$ cat src/rtl/owdc_pkg.sv
// constants, types and helper functions of the one-wire dimming control block
// assumes a single 100 MHz clock domain shared by every user of this package
package owdc_pkg;

  // ==========================================================================
  // clock and timing
  localparam int CLK_PERIOD_NS = 10;
  localparam int NS_PER_US     = 1000;
  localparam int SHUT_TIME_US  = 2500;  // continuous low before shutdown
  localparam int DET_DELAY_US  = 100;   // mode_detect_delay
  localparam int DET_LOW_US    = 260;   // mode_detect_low_time
  localparam int DET_WIN_US    = 1000;  // mode_detect_window
  localparam int PHASE_MAX_US  = 360;   // longest bit, also longest phase
  localparam int SHORT_MAX_US  = 180;   // longest short phase of a bit
  localparam int ACK_TIME_US   = 400;   // length of the acknowledge pull-down

  // least times round up, longest times round down
  localparam int SHUT_CYC  = (SHUT_TIME_US * NS_PER_US + CLK_PERIOD_NS - 1) / CLK_PERIOD_NS;
  localparam int DLY_CYC   = (DET_DELAY_US * NS_PER_US + CLK_PERIOD_NS - 1) / CLK_PERIOD_NS;
  localparam int DET_CYC   = (DET_LOW_US * NS_PER_US + CLK_PERIOD_NS - 1) / CLK_PERIOD_NS;
  localparam int WIN_CYC   = (DET_WIN_US * NS_PER_US) / CLK_PERIOD_NS;
  localparam int PH_CYC    = (PHASE_MAX_US * NS_PER_US) / CLK_PERIOD_NS;
  localparam int SHORT_CYC = (SHORT_MAX_US * NS_PER_US) / CLK_PERIOD_NS;
  localparam int ACK_CYC   = (ACK_TIME_US * NS_PER_US + CLK_PERIOD_NS - 1) / CLK_PERIOD_NS;

  localparam int CW = 20;
  typedef logic [CW-1:0] owdc_cnt_t;

  // ==========================================================================
  // frame layout and brightness
  localparam int          ACK_REQ_BIT   = 7;
  localparam int          SEL_HI_BIT    = 6;
  localparam int          SEL_LO_BIT    = 5;
  localparam int          BRIGHT_MSB    = 4;
  localparam logic [4:0]  CODE_DEFAULT  = 5'h1F;
  localparam logic [7:0]  FULL_SCALE_MV = 8'hC8;
  localparam logic [4:0]  SEG1_LAST     = 5'h0C;
  localparam logic [4:0]  SEG2_LAST     = 5'h17;
  localparam logic [9:0]  SEG1_SLOPE    = 10'h003;
  localparam logic [9:0]  SEG1_OFS      = 10'h002;
  localparam logic [9:0]  SEG2_SLOPE    = 10'h006;
  localparam logic [9:0]  SEG2_OFS      = 10'h022;
  localparam logic [9:0]  SEG3_SLOPE    = 10'h00C;
  localparam logic [9:0]  SEG3_OFS      = 10'h0AC;

  // ==========================================================================
  // register map and fields
  localparam logic [3:0]  ADR_CTRL      = 4'h0;
  localparam logic [3:0]  ADR_STATUS    = 4'h4;
  localparam logic [3:0]  ADR_LEVEL     = 4'h8;
  localparam int          CTRL_ACK_EN   = 0;
  localparam int          CTRL_FORCE    = 1;
  localparam logic [1:0]  CTRL_RESET    = 2'h1;
  localparam int          LEVEL_REF_LSB = 8;

  // ==========================================================================
  // operating states, gray along off, delay, window, one-wire
  typedef enum logic [2:0] {
    ST_OFF    = 3'h0,
    ST_DELAY  = 3'h1,
    ST_WINDOW = 3'h3,
    ST_ONEW   = 3'h2,
    ST_PWM    = 3'h7
  } owdc_state_t;

  // saturating counter step
  function automatic owdc_cnt_t sat_inc(input owdc_cnt_t v);
    return (&v) ? v : owdc_cnt_t'(v + 1'b1);
  endfunction

  // brightness code to reference level in mV
  function automatic logic [7:0] level_mv(input logic [4:0] c);
    logic [9:0] c10;
    c10 = {5'h00, c};
    if (c == 5'h00) return 8'h00;
    else if (c <= SEG1_LAST) return 8'(c10 * SEG1_SLOPE + SEG1_OFS);
    else if (c <= SEG2_LAST) return 8'(c10 * SEG2_SLOPE - SEG2_OFS);
    else return 8'(c10 * SEG3_SLOPE - SEG3_OFS);
  endfunction

endpackage

$ cat src/rtl/owdc_lpf.sv
// first-order low-pass filter that averages the gated full-scale reference
// assumes x_i is a level sampled every enabled cycle
`timescale 1ns/1ps
module owdc_lpf #(
  parameter int W = 8,
  parameter int K = 16
) (
  input  wire logic         clk_i,
  input  wire logic         rst_i,
  input  wire logic         ce_i,
  input  wire logic         clr_i,
  input  wire logic [W-1:0] x_i,
  output logic      [W-1:0] y_o
);

  logic        [W+K-1:0] acc_ff;
  logic signed [W+K:0]   diff;
  logic signed [W+K:0]   step;

  // ==========================================================================
  // step of 1/2^K toward the input, at least one lsb so dc settles exactly
  always_comb begin
    diff = $signed({1'b0, x_i, {K{1'b0}}}) - $signed({1'b0, acc_ff});
    step = diff >>> K;
    if (step == '0 && diff != '0) begin
      step = diff[W+K] ? '1 : (W+K+1)'(1);
    end
  end

  always_ff @(posedge clk_i) begin
    if (rst_i) begin
      acc_ff <= '0;
    end else if (ce_i) begin
      acc_ff <= clr_i ? '0 : (W+K)'(acc_ff + step[W+K-1:0]);
    end
  end

  assign y_o = acc_ff[W+K-1:K];

endmodule

$ cat src/rtl/owdc_sync.sv
// two-stage synchroniser for the control pin
// assumes the pin is asynchronous to clk_i and may change at any time
`timescale 1ns/1ps
module owdc_sync (
  input  wire logic clk_i,
  input  wire logic rst_i,
  input  wire logic ce_i,
  input  wire logic d_i,
  output logic      q_o
);

  logic meta_ff;
  logic q_ff;

  // ==========================================================================
  // first stage feeds only the second stage
  always_ff @(posedge clk_i) begin
    if (rst_i) begin
      meta_ff <= 1'b0;
      q_ff    <= 1'b0;
    end else if (ce_i) begin
      meta_ff <= d_i;
      q_ff    <= meta_ff;
    end
  end

  assign q_o = q_ff;

endmodule

$ cat src/rtl/owdc_top.sv
// control logic behind the single control pin of an led backlight driver
// assumes fault flags and wishbone signals are synchronous to clk_i, the pin is synchronised here
// What this block does
// - low over 2.5 ms shuts down switching
// - steady high gives 200 mV full scale
// - pwm gates full scale, then low-pass filters
// - one command selects any of 32 steps
// - code maps piecewise 3, 6, 12 mV steps
// - each start-up selects code 31, 200 mV
// - code held internally, reset restores full scale
// - host starts every transfer, device only answers
// - address byte then data byte, own address
// - data byte: five code, two select, ack
// - acknowledge requested bit drives acknowledge after frame
// - only correct frames are acknowledged
// - bits by relative durations, 2.8 to 160 kbit/s
// - undervoltage forces shutdown, restarts when cleared
// - over-temperature forces shutdown, restarts when cleared
// - one-wire chosen only at start-up window
// - bit ratio two to one, 360 us limit
// - data bit order: ack, selects, code msb first
// - acknowledge pulls pin low through open drain
`timescale 1ns/1ps
module owdc_top #(
  parameter int         SHUT_CYC  = owdc_pkg::SHUT_CYC,
  parameter int         DLY_CYC   = owdc_pkg::DLY_CYC,
  parameter int         DET_CYC   = owdc_pkg::DET_CYC,
  parameter int         WIN_CYC   = owdc_pkg::WIN_CYC,
  parameter int         PH_CYC    = owdc_pkg::PH_CYC,
  parameter int         SHORT_CYC = owdc_pkg::SHORT_CYC,
  parameter int         ACK_CYC   = owdc_pkg::ACK_CYC,
  parameter int         LPF_K     = 16,
  parameter logic [7:0] DEV_ADDR  = 8'hA5  // arbitrary value
) (
  input  wire logic        clk_i,
  input  wire logic        rst_i,
  input  wire logic        ce_i,
  input  wire logic        ctrl_pin_i,
  output logic             ctrl_pin_o,
  output logic             ctrl_pin_oe_o,
  input  wire logic        uvlo_i,
  input  wire logic        otp_i,
  input  wire logic [3:0]  wb_adr_i,
  input  wire logic [31:0] wb_dat_i,
  input  wire logic [3:0]  wb_sel_i,
  input  wire logic        wb_we_i,
  input  wire logic        wb_cyc_i,
  input  wire logic        wb_stb_i,
  output logic [31:0]      wb_dat_o,
  output logic             wb_ack_o,
  output logic             switch_en_o,
  output logic [7:0]       feedback_reference_o
);

  localparam int CW = owdc_pkg::CW;
  localparam owdc_pkg::owdc_cnt_t SHUT_C  = owdc_pkg::owdc_cnt_t'(SHUT_CYC);
  localparam owdc_pkg::owdc_cnt_t DLY_C   = owdc_pkg::owdc_cnt_t'(DLY_CYC);
  localparam owdc_pkg::owdc_cnt_t DET_C   = owdc_pkg::owdc_cnt_t'(DET_CYC);
  localparam owdc_pkg::owdc_cnt_t WIN_C   = owdc_pkg::owdc_cnt_t'(WIN_CYC);
  localparam owdc_pkg::owdc_cnt_t PH_C    = owdc_pkg::owdc_cnt_t'(PH_CYC);
  localparam owdc_pkg::owdc_cnt_t SHORT_C = owdc_pkg::owdc_cnt_t'(SHORT_CYC);
  localparam owdc_pkg::owdc_cnt_t ACK_C   = owdc_pkg::owdc_cnt_t'(ACK_CYC - 1);
  localparam owdc_pkg::owdc_cnt_t LO_IDLE = owdc_pkg::owdc_cnt_t'(PH_CYC + 1);

  owdc_pkg::owdc_state_t state_ff;
  owdc_pkg::owdc_state_t nxt_state;
  owdc_pkg::owdc_cnt_t   low_run_ff;
  owdc_pkg::owdc_cnt_t   tmr_ff;
  owdc_pkg::owdc_cnt_t   det_ff;
  owdc_pkg::owdc_cnt_t   lo_cnt_ff;
  owdc_pkg::owdc_cnt_t   hi_cnt_ff;
  owdc_pkg::owdc_cnt_t   ack_cnt_ff;
  logic                  pin_s;
  logic                  pin_d_ff;
  logic                  fall;
  logic                  rise;
  logic                  shut_hit;
  logic                  force_off;
  logic                  start;
  logic                  switch_ff;
  logic                  have_lo_ff;
  logic                  bad_ff;
  logic [4:0]            nbits_ff;
  logic [15:0]           shreg_ff;
  logic [15:0]           word;
  logic [1:0]            dec;
  logic                  frame_done;
  logic                  frame_ok;
  logic                  ack_ff;
  logic [4:0]            code_ff;
  logic [7:0]            ref_ff;
  logic [7:0]            lpf_y;
  logic [1:0]            ctrl_ff;
  logic                  wb_ack_ff;
  logic [31:0]           wb_dat_ff;
  logic                  wb_req;

  // ==========================================================================
  // pin conditioning
  // the raw pin is timed only after two flip-flops
  owdc_sync u_sync (
    .clk_i (clk_i),
    .rst_i (rst_i),
    .ce_i  (ce_i),
    .d_i   (ctrl_pin_i),
    .q_o   (pin_s)
  );

  // previous synchronised level for edge detection
  always_ff @(posedge clk_i) begin
    if (rst_i) begin
      pin_d_ff <= 1'b0;
    end else if (ce_i) begin
      pin_d_ff <= pin_s;
    end
  end

  assign fall = pin_d_ff & ~pin_s;
  assign rise = ~pin_d_ff & pin_s;

  // ==========================================================================
  // shutdown and start-up mode selection
  // consecutive low time, saturating
  always_ff @(posedge clk_i) begin
    if (rst_i) begin
      low_run_ff <= '0;
    end else if (ce_i) begin
      low_run_ff <= pin_s ? '0 : owdc_pkg::sat_inc(low_run_ff);
    end
  end

  assign shut_hit  = ~pin_s && low_run_ff >= SHUT_C;
  // faults and software hold the device off while they last
  assign force_off = shut_hit | uvlo_i | otp_i | ctrl_ff[owdc_pkg::CTRL_FORCE];
  assign start     = ~force_off & pin_s;

  // next operating state
  always_comb begin
    nxt_state = state_ff;
    unique case (state_ff)
      owdc_pkg::ST_OFF: begin
        if (start) nxt_state = owdc_pkg::ST_DELAY;
      end
      owdc_pkg::ST_DELAY: begin
        if (tmr_ff >= DLY_C) nxt_state = owdc_pkg::ST_WINDOW;
      end
      owdc_pkg::ST_WINDOW: begin
        if (~pin_s && det_ff >= DET_C) nxt_state = owdc_pkg::ST_ONEW;
        else if (tmr_ff >= WIN_C) nxt_state = owdc_pkg::ST_PWM;
      end
      owdc_pkg::ST_ONEW,
      owdc_pkg::ST_PWM: nxt_state = state_ff;
      default: nxt_state = owdc_pkg::ST_OFF;
    endcase
    if (force_off) nxt_state = owdc_pkg::ST_OFF;
  end

  // state and switch enable
  always_ff @(posedge clk_i) begin
    if (rst_i) begin
      state_ff  <= owdc_pkg::ST_OFF;
      switch_ff <= 1'b0;
    end else if (ce_i) begin
      state_ff  <= nxt_state;
      switch_ff <= nxt_state != owdc_pkg::ST_OFF;
    end
  end

  // time since enable; low time inside the detection window
  always_ff @(posedge clk_i) begin
    if (rst_i) begin
      tmr_ff <= '0;
      det_ff <= '0;
    end else if (ce_i) begin
      tmr_ff <= (state_ff == owdc_pkg::ST_OFF) ? '0 : owdc_pkg::sat_inc(tmr_ff);
      if (state_ff != owdc_pkg::ST_WINDOW || pin_s) det_ff <= '0;
      else det_ff <= owdc_pkg::sat_inc(det_ff);
    end
  end

  // ==========================================================================
  // bit decoding by relative phase lengths, no fixed bit period
  function automatic logic [1:0] bit_decode(input owdc_pkg::owdc_cnt_t lo, input owdc_pkg::owdc_cnt_t hi);
    logic [CW:0] sum;
    logic        one;
    logic        zero;
    sum  = {1'b0, lo} + {1'b0, hi};
    one  = ({1'b0, hi} >= {lo, 1'b0}) && lo <= SHORT_C;
    zero = ({1'b0, lo} >= {hi, 1'b0}) && hi <= SHORT_C;
    return {(sum <= {1'b0, PH_C}) && (one || zero), one};
  endfunction

  // a bit is a low phase then a high phase, closed by the next fall
  always_comb begin
    dec        = bit_decode(lo_cnt_ff, hi_cnt_ff);
    word       = {shreg_ff[14:0], dec[0]};
    frame_done = ce_i && state_ff == owdc_pkg::ST_ONEW && ~ack_ff && fall && have_lo_ff && nbits_ff == 5'h0F;
    frame_ok   = frame_done && ~bad_ff && dec[1] && word[15:8] == DEV_ADDR
                 && ~word[owdc_pkg::SEL_HI_BIT] && ~word[owdc_pkg::SEL_LO_BIT];
  end

  // phase counters, shift register and frame progress
  always_ff @(posedge clk_i) begin
    if (rst_i) begin
      lo_cnt_ff  <= LO_IDLE;
      hi_cnt_ff  <= '0;
      have_lo_ff <= 1'b0;
      nbits_ff   <= 5'h00;
      bad_ff     <= 1'b0;
      shreg_ff   <= 16'h0000;
    end else if (ce_i) begin
      if (state_ff != owdc_pkg::ST_ONEW || ack_ff) begin
        lo_cnt_ff  <= LO_IDLE;
        hi_cnt_ff  <= '0;
        have_lo_ff <= 1'b0;
        nbits_ff   <= 5'h00;
        bad_ff     <= 1'b0;
      end else if (fall) begin
        if (have_lo_ff) begin
          shreg_ff <= word;
          if (frame_done) begin
            nbits_ff <= 5'h00;
            bad_ff   <= 1'b0;
          end else begin
            nbits_ff <= 5'(nbits_ff + 5'h01);
            bad_ff   <= bad_ff | ~dec[1];
          end
        end
        lo_cnt_ff  <= frame_done ? LO_IDLE : owdc_pkg::owdc_cnt_t'(1);
        hi_cnt_ff  <= '0;
        have_lo_ff <= 1'b0;
      end else if (~pin_s) begin
        lo_cnt_ff <= owdc_pkg::sat_inc(lo_cnt_ff);
        // an overlong low abandons the frame
        if (lo_cnt_ff == PH_C) begin
          nbits_ff <= 5'h00;
          bad_ff   <= 1'b0;
        end
      end else if (rise) begin
        have_lo_ff <= lo_cnt_ff <= PH_C;
        hi_cnt_ff  <= owdc_pkg::owdc_cnt_t'(1);
      end else begin
        hi_cnt_ff <= owdc_pkg::sat_inc(hi_cnt_ff);
        // idle high: any partial frame is dropped, host restarts it
        if (have_lo_ff && hi_cnt_ff == PH_C) begin
          nbits_ff   <= 5'h00;
          bad_ff     <= 1'b0;
          have_lo_ff <= 1'b0;
        end
      end
    end
  end

  // ==========================================================================
  // brightness code
  // restored to full scale on every start-up and on reset
  always_ff @(posedge clk_i) begin
    if (rst_i) begin
      code_ff <= owdc_pkg::CODE_DEFAULT;
    end else if (ce_i) begin
      if (state_ff == owdc_pkg::ST_OFF && start) code_ff <= owdc_pkg::CODE_DEFAULT;
      else if (frame_ok) code_ff <= word[owdc_pkg::BRIGHT_MSB:0];
    end
  end

  // ==========================================================================
  // acknowledge: open-drain pull-down after an accepted frame
  always_ff @(posedge clk_i) begin
    if (rst_i) begin
      ack_ff     <= 1'b0;
      ack_cnt_ff <= '0;
    end else if (ce_i) begin
      if (frame_ok && word[owdc_pkg::ACK_REQ_BIT] && ctrl_ff[owdc_pkg::CTRL_ACK_EN]) begin
        ack_ff     <= 1'b1;
        ack_cnt_ff <= '0;
      end else if (ack_ff) begin
        ack_cnt_ff <= owdc_pkg::sat_inc(ack_cnt_ff);
        if (ack_cnt_ff >= ACK_C || state_ff != owdc_pkg::ST_ONEW) ack_ff <= 1'b0;
      end
    end
  end

  assign ctrl_pin_o    = 1'b0;  // only ever pulls low
  assign ctrl_pin_oe_o = ack_ff;

  // ==========================================================================
  // feedback reference
  // pwm: full scale gated by the pin, then averaged
  owdc_lpf #(
    .W (8),
    .K (LPF_K)
  ) u_lpf (
    .clk_i (clk_i),
    .rst_i (rst_i),
    .ce_i  (ce_i),
    .clr_i (state_ff == owdc_pkg::ST_OFF),
    .x_i   (pin_s ? owdc_pkg::FULL_SCALE_MV : 8'h00),
    .y_o   (lpf_y)
  );

  // reference level by mode
  always_ff @(posedge clk_i) begin
    if (rst_i) begin
      ref_ff <= 8'h00;
    end else if (ce_i) begin
      unique case (state_ff)
        owdc_pkg::ST_OFF:  ref_ff <= 8'h00;
        owdc_pkg::ST_ONEW: ref_ff <= owdc_pkg::level_mv(code_ff);
        default:           ref_ff <= lpf_y;
      endcase
    end
  end

  assign feedback_reference_o = ref_ff;
  assign switch_en_o          = switch_ff;

  // ==========================================================================
  // wishbone slave, one wait state, unmapped reads return zero
  assign wb_req = wb_cyc_i & wb_stb_i;

  always_ff @(posedge clk_i) begin
    if (rst_i) begin
      wb_ack_ff <= 1'b0;
      wb_dat_ff <= 32'h0000_0000;
    end else if (ce_i) begin
      wb_ack_ff <= wb_req & ~wb_ack_ff;
      if (wb_req && !wb_ack_ff) begin
        unique case (wb_adr_i[3:2])
          owdc_pkg::ADR_CTRL[3:2]:   wb_dat_ff <= {30'h0000_0000, ctrl_ff};
          owdc_pkg::ADR_STATUS[3:2]: wb_dat_ff <= {26'h000_0000, switch_ff, otp_i, uvlo_i, state_ff};
          owdc_pkg::ADR_LEVEL[3:2]:  wb_dat_ff <= {16'h0000, ref_ff, 3'h0, code_ff};
          default:                   wb_dat_ff <= 32'h0000_0000;
        endcase
      end
    end
  end

  // control register, written at the acknowledging edge
  always_ff @(posedge clk_i) begin
    if (rst_i) begin
      ctrl_ff <= owdc_pkg::CTRL_RESET;
    end else if (ce_i && wb_req && wb_we_i && wb_ack_ff && wb_sel_i[0]) begin
      if (wb_adr_i[3:2] == owdc_pkg::ADR_CTRL[3:2]) ctrl_ff <= wb_dat_i[1:0];
    end
  end

  assign wb_ack_o = wb_ack_ff;
  assign wb_dat_o = wb_dat_ff;

  // ==========================================================================
  // checks
  a_shutdown_entry: assert property (@(posedge clk_i) disable iff (rst_i)
    ce_i && shut_hit |=> state_ff == owdc_pkg::ST_OFF && !switch_en_o)
    else $error("low pin did not shut down");

  a_uvlo_off: assert property (@(posedge clk_i) disable iff (rst_i)
    ce_i && uvlo_i |=> !switch_en_o && state_ff == owdc_pkg::ST_OFF
    ##1 (feedback_reference_o == 8'h00 || !$past(ce_i)))
    else $error("undervoltage did not stop switching");

  a_otp_off: assert property (@(posedge clk_i) disable iff (rst_i)
    ce_i && otp_i |=> state_ff == owdc_pkg::ST_OFF)
    else $error("over-temperature did not shut down");

  a_start_default: assert property (@(posedge clk_i) disable iff (rst_i)
    ce_i && state_ff == owdc_pkg::ST_OFF && start |=> code_ff == 5'h1F && state_ff == owdc_pkg::ST_DELAY)
    else $error("start-up did not select full scale");

  a_level_map: assert property (@(posedge clk_i) disable iff (rst_i)
    ce_i && state_ff == owdc_pkg::ST_ONEW && code_ff == 5'h0D |=> feedback_reference_o == 8'h2C)
    else $error("code 13 did not give 44 mV");

  a_detect_onew: assert property (@(posedge clk_i) disable iff (rst_i)
    ce_i && state_ff == owdc_pkg::ST_WINDOW && !pin_s && det_ff >= DET_C && !force_off
    |=> state_ff == owdc_pkg::ST_ONEW)
    else $error("long low in window did not select one-wire");

  a_ack_valid: assert property (@(posedge clk_i) disable iff (rst_i)
    $rose(ctrl_pin_oe_o) |-> $past(frame_ok) && $past(word[7]))
    else $error("acknowledge without accepted frame");

  a_ack_request: assert property (@(posedge clk_i) disable iff (rst_i)
    frame_ok && word[7] && ctrl_ff[0] |=> ctrl_pin_oe_o ##1 (ctrl_pin_oe_o || !ce_i))
    else $error("requested acknowledge not driven");

  a_sel_discard: assert property (@(posedge clk_i) disable iff (rst_i)
    frame_done && word[6:5] != 2'b00 && state_ff != owdc_pkg::ST_OFF |=> $stable(code_ff))
    else $error("frame with nonzero select changed code");

endmodule

$ cat config.mk
export PLATFORM = sky130hd
export DESIGN_NAME = owdc_top
export DESIGN_NICKNAME = d
export VERILOG_FILES = /design/src/rtl/owdc_pkg.sv /design/src/rtl/owdc_lpf.sv /design/src/rtl/owdc_sync.sv /design/src/rtl/owdc_top.sv
export SDC_FILE = /design/constraint.sdc
export NUM_CORES = 1
export LEC_CHECK = 0
export CORE_MARGIN = 2
export CORE_UTILIZATION = 65
export DETAILED_ROUTE_END_ITERATION = 12
export DONT_BUFFER_PORTS = 1
export GPL_ROUTABILITY_DRIVEN = 0
export PLACE_DENSITY = 0.81
export SYNTH_ARGS = -nofsm -noshare
export SYNTH_HDL_FRONTEND = slang
export SYNTH_SLANG_ARGS = --single-unit
$ cat constraint.sdc
create_clock -name clk_i -period 6.1 [get_ports clk_i]
set_clock_uncertainty 0.05 [all_clocks]
set_input_delay 0.61 -clock clk_i [delete_from_list [all_inputs] [get_ports clk_i]]
set_output_delay 0.61 -clock clk_i [all_outputs]
set_load 0.01 [all_outputs]
==> out/metrics.yaml <==
critical_path:
  r2r-end: "u_lpf.acc_ff[22]$_SDFFE_PP0P_"
  regToRegSetupSlack_ns: 0.49
  worstSetupStartpointType: "register"
  slowest_delay_ns: 0.54
  crit_required_ns: 6.43
  r2r_cells: 21
  cp_common_cell: "o21ai_0"
  endpoint_kind: "register"
  crit_path_max_fanout: 5
  path_class: "reg -> reg"
  critPathTopFamily: "compound AO/OA/AOI/OAI gates"
  crit_slowest_cell: "a221oi_1"
  arrival_ns: 5.95
  regToRegStartpoint: "u_lpf.acc_ff[11]$_SDFFE_PP0P_"
  cp_num_buf_inv: 1
  crit_chain: "nor4_1 -> nand4_1 -> nor4_1 -> a21oi_1 -> nor3_1 -> a21o_1 -> xor2_1 -> o41a_1 -> a21oi_1 -> ha_1 -> inv_1 -> fa_1 -> o21ai_0 -> a31oi_1 -> o21ai_0 -> a21o_1 -> a221oi_1 -> o21ai_0 -> a31oi_1 -> xor2_1 -> o21ai_0"
floorplanning:
  fp.dieH_um: 146
  fp-row-count: 52
  initial_core_util_pct: 65.6
  core-area_um2: 20000
  dieArea_um2: 21400
  io_pins: 93
  die_x_um: 146
clock_network:
  cts_root_buf: "clkbuf_16"
  path_clk_slew_ns: 0.06
  insertion_delay_ns: 0.52
  cts_buffers: 23
  clkSinkCount: 204
  post_cts_buffers: 0
  cts_tree: "done"
  cts_buffer_depth: 3
  htreeDepth: 1
place:
  place_inst: 1864
  post-place-ws_ns: 0.520
  dpl.hpwl_um: 22300
  place.port_buffers: 0
timing:
  whs_ns: 0.122
  rsz0062_at_grt: "no"
  max_slew_margin_pct: 23.7
  worstMarginPinSlew_ns: 1.14
  fin_tns_setup_ns: 0
  period_minus_slack_ns: 5.61
  hold_viol_final: 0
  layout_setup_ws_ns: 0.486
  setup_viol: 0
  fmax_ghz: 0.178
  fin_crit_sh_pct: 92.0
  slew_violations: 0
logic_synthesis:
  ys_ff_latch: 204
  synth_warnings: 0
  synth_area_per_cell_um2: 8.05
  synth_enable_flop_cells: 0
  synth-seq-area-share_pct: 31.1
  synth_area_um2: 13200
  synthCells: 1633
  yosys.cell_types.count: 79
  async_flop_share_pct: 0
  synthFlopType: "dfxtp_1"
final_layout:
  final_nets: 1790
  syn_to_final_growth_pct: 6.91
  diodes: 0
  final_cells: 1905
  drive_above_1_share_pct: 3.85
run:
  max_cap_viol_count: 0
pwr:
  ir_drop_v: 0.000244
  power_density_nw_per_um2: 234
  power_w: 0.00329
  p_leak_nw: 5.66
route:
  routed_via_density: 6.13
  vias: 11700
  postRouteAntennaNets: 0
  drc: 0
  drt_pre_antenna_iters: 7
  drt_iter0_drc: 815
  totalWireLength_um: 31000
  wire_per_inst_um: 16.3
grt:
  track_usage_pct: 28.6
  grt_antenna_before_repair: 0
  grt.overflow.total: 0
  grt_pass1_vias: 11000
  grt_pass1_wl_um: 52300
  grt_max_degree: 73
min_path:
  hp-class: "in -> reg"
  hold_path.startpoint: "rst_i"
  min_to: "state_ff[1]$_SDFFE_PP0P_"
  worstHoldPathCells: 1
status:
  outcome: "completed"
## placed cells by master, fill, tap and decap left out, drive strengths merged, types with 13 or more instances in the layout
cell type  instances
inv               91
a21o              32
xnor2             70
a22o              15
nand2b            14
nor4              25
a21oi            113
nand4             41
a211oi            13
a31oi             18
dfxtp            204
a211o             14
nor2b             13
clkbuf            29
nor3              46
nand3             56
xor2              58
ha               116
conb              19
nor2             178
and3              32
or3               15
o21ai             75
nand2            165
## routing by layer
layer  up-vias  track usage (%)  part of all wire (%)
li1       5790                -                     -
met1      5499             38.5                    45
met2       338             47.7                    47
met3        56             4.66                   6.0
met4         0             7.96                   2.5
met5         -                0                     0
## cell type report
cell class / count / area, um2
repair buffers: 4 / 30.0
fillers: 1679 / 5980
multi-input cells: 1297 / 8500
clock inverters: 12 / 151
inverters: 89 / 334
flip-flops and latches: 204 / 4080
clock buffers: 29 / 628
well taps: 270 / 338
## cell families after synthesis
logic type / share of synthesized area, %
simple gates: 23.4
compound gates: 19.1
buf+inv: 4.90
fa+ha+maj: 11.9
xor+xnor: 8.52
mux: 1.01
flops: 31.1
other cells: 0.0285
## power breakdown
part	switching [W]	internal (W)
Sequential	0.0000201	0.00135
Combinational	0.000300	0.000196
Clock	0.000564	0.000859
## worst register-to-register path, stage by stage, from the launching register on
cell      delay [ns]
dfxtp_1         0.33
nor4_1          0.45
nand4_1         0.30
nor4_1          0.38
a21oi_1         0.22
nor3_1          0.37
a21o_1          0.21
xor2_1          0.28
o41a_1          0.21
a21oi_1         0.07
ha_1            0.21
inv_1           0.08
fa_1            0.19
o21ai_0         0.15
a31oi_1         0.28
o21ai_0         0.19
a21o_1          0.23
a221oi_1        0.54
o21ai_0         0.27
a31oi_1         0.25
xor2_1          0.16
o21ai_0         0.08
## synth_stat cells (9+ instances only)
| library cell | count | area, um2 |
|---|---|---|
| inv_1 | 87 | 327 |
| dfxtp_1 | 204 | 4080 |
| clkbuf_1 | 38 | 143 |
| or3_1 | 15 | 93.8 |
| nand4_1 | 41 | 257 |
| nand2_1 | 165 | 619 |
| ha_1 | 116 | 1450 |
| a21oi_1 | 113 | 566 |
| a22o_1 | 15 | 131 |
| nor3b_1 | 10 | 75.1 |
| mux2i_1 | 11 | 110 |
| a211oi_1 | 13 | 97.6 |
| nor2b_1 | 12 | 75.1 |
| buf_4 | 19 | 143 |
| a221oi_1 | 9 | 78.8 |
| and3_1 | 32 | 200 |
| nor3_1 | 45 | 225 |
| nand3_1 | 56 | 280 |
| nor2_1 | 178 | 668 |
| xnor2_1 | 70 | 613 |
| xor2_1 | 58 | 508 |
| and2_1 | 10 | 62.6 |
| nor4_1 | 24 | 150 |
| a211o_1 | 14 | 123 |
| nand2b_1 | 14 | 87.6 |
| a31oi_1 | 18 | 113 |
| o21ai_0 | 74 | 370 |
| a21o_1 | 32 | 240 |
## worst max-delay path by stage
stage	from	end	slack (ns)	cells after the start
after detailed placement	u_lpf.acc_ff[11]$_SDFFE_PP0P_	u_lpf.acc_ff[23]$_SDFFE_PP0P_	0.52	20
after CTS	u_lpf.acc_ff[11]$_SDFFE_PP0P_	u_lpf.acc_ff[23]$_SDFFE_PP0P_	0.48	20
after global placement	u_lpf.acc_ff[11]$_SDFFE_PP0P_	u_lpf.acc_ff[22]$_SDFFE_PP0P_	0.66	21
after global routing	u_lpf.acc_ff[11]$_SDFFE_PP0P_	u_lpf.acc_ff[22]$_SDFFE_PP0P_	0.09	21
after floorplan	u_lpf.acc_ff[3]$_SDFFE_PP0P_	u_lpf.acc_ff[22]$_SDFFE_PP0P_	1.08	21
final	u_lpf.acc_ff[11]$_SDFFE_PP0P_	u_lpf.acc_ff[22]$_SDFFE_PP0P_	0.49	21
## stage by stage
step / cell area [um2] / util [%]
CTS: 14100 / 70.2
global route: 14100 / 70.2
floorplan: 13200 / -
finish: 14100 / 70.2
detailed placement: 13300 / 66.3
global placement: 13300 / 66.3
## flip-flops by register name, indices dropped and copies added, names as in the netlist, 2 cells and up
register and flops:
code_ff 5, ctrl_ff 2, ack_cnt_ff 20, nbits_ff 5, det_ff 20, lo_cnt_ff 20, low_run_ff 20, feedback_reference_o 8
wb_dat_o 14, tmr_ff 20, hi_cnt_ff 20, state_ff 3, u_lpf.acc_ff 24, shreg_ff 15
## timing repair
item                       CTS  global route
setup endpoints to repair    0             1
hold buffers                 0             0
resized for setup            0             1
Power figures use the tool's default switching activity.
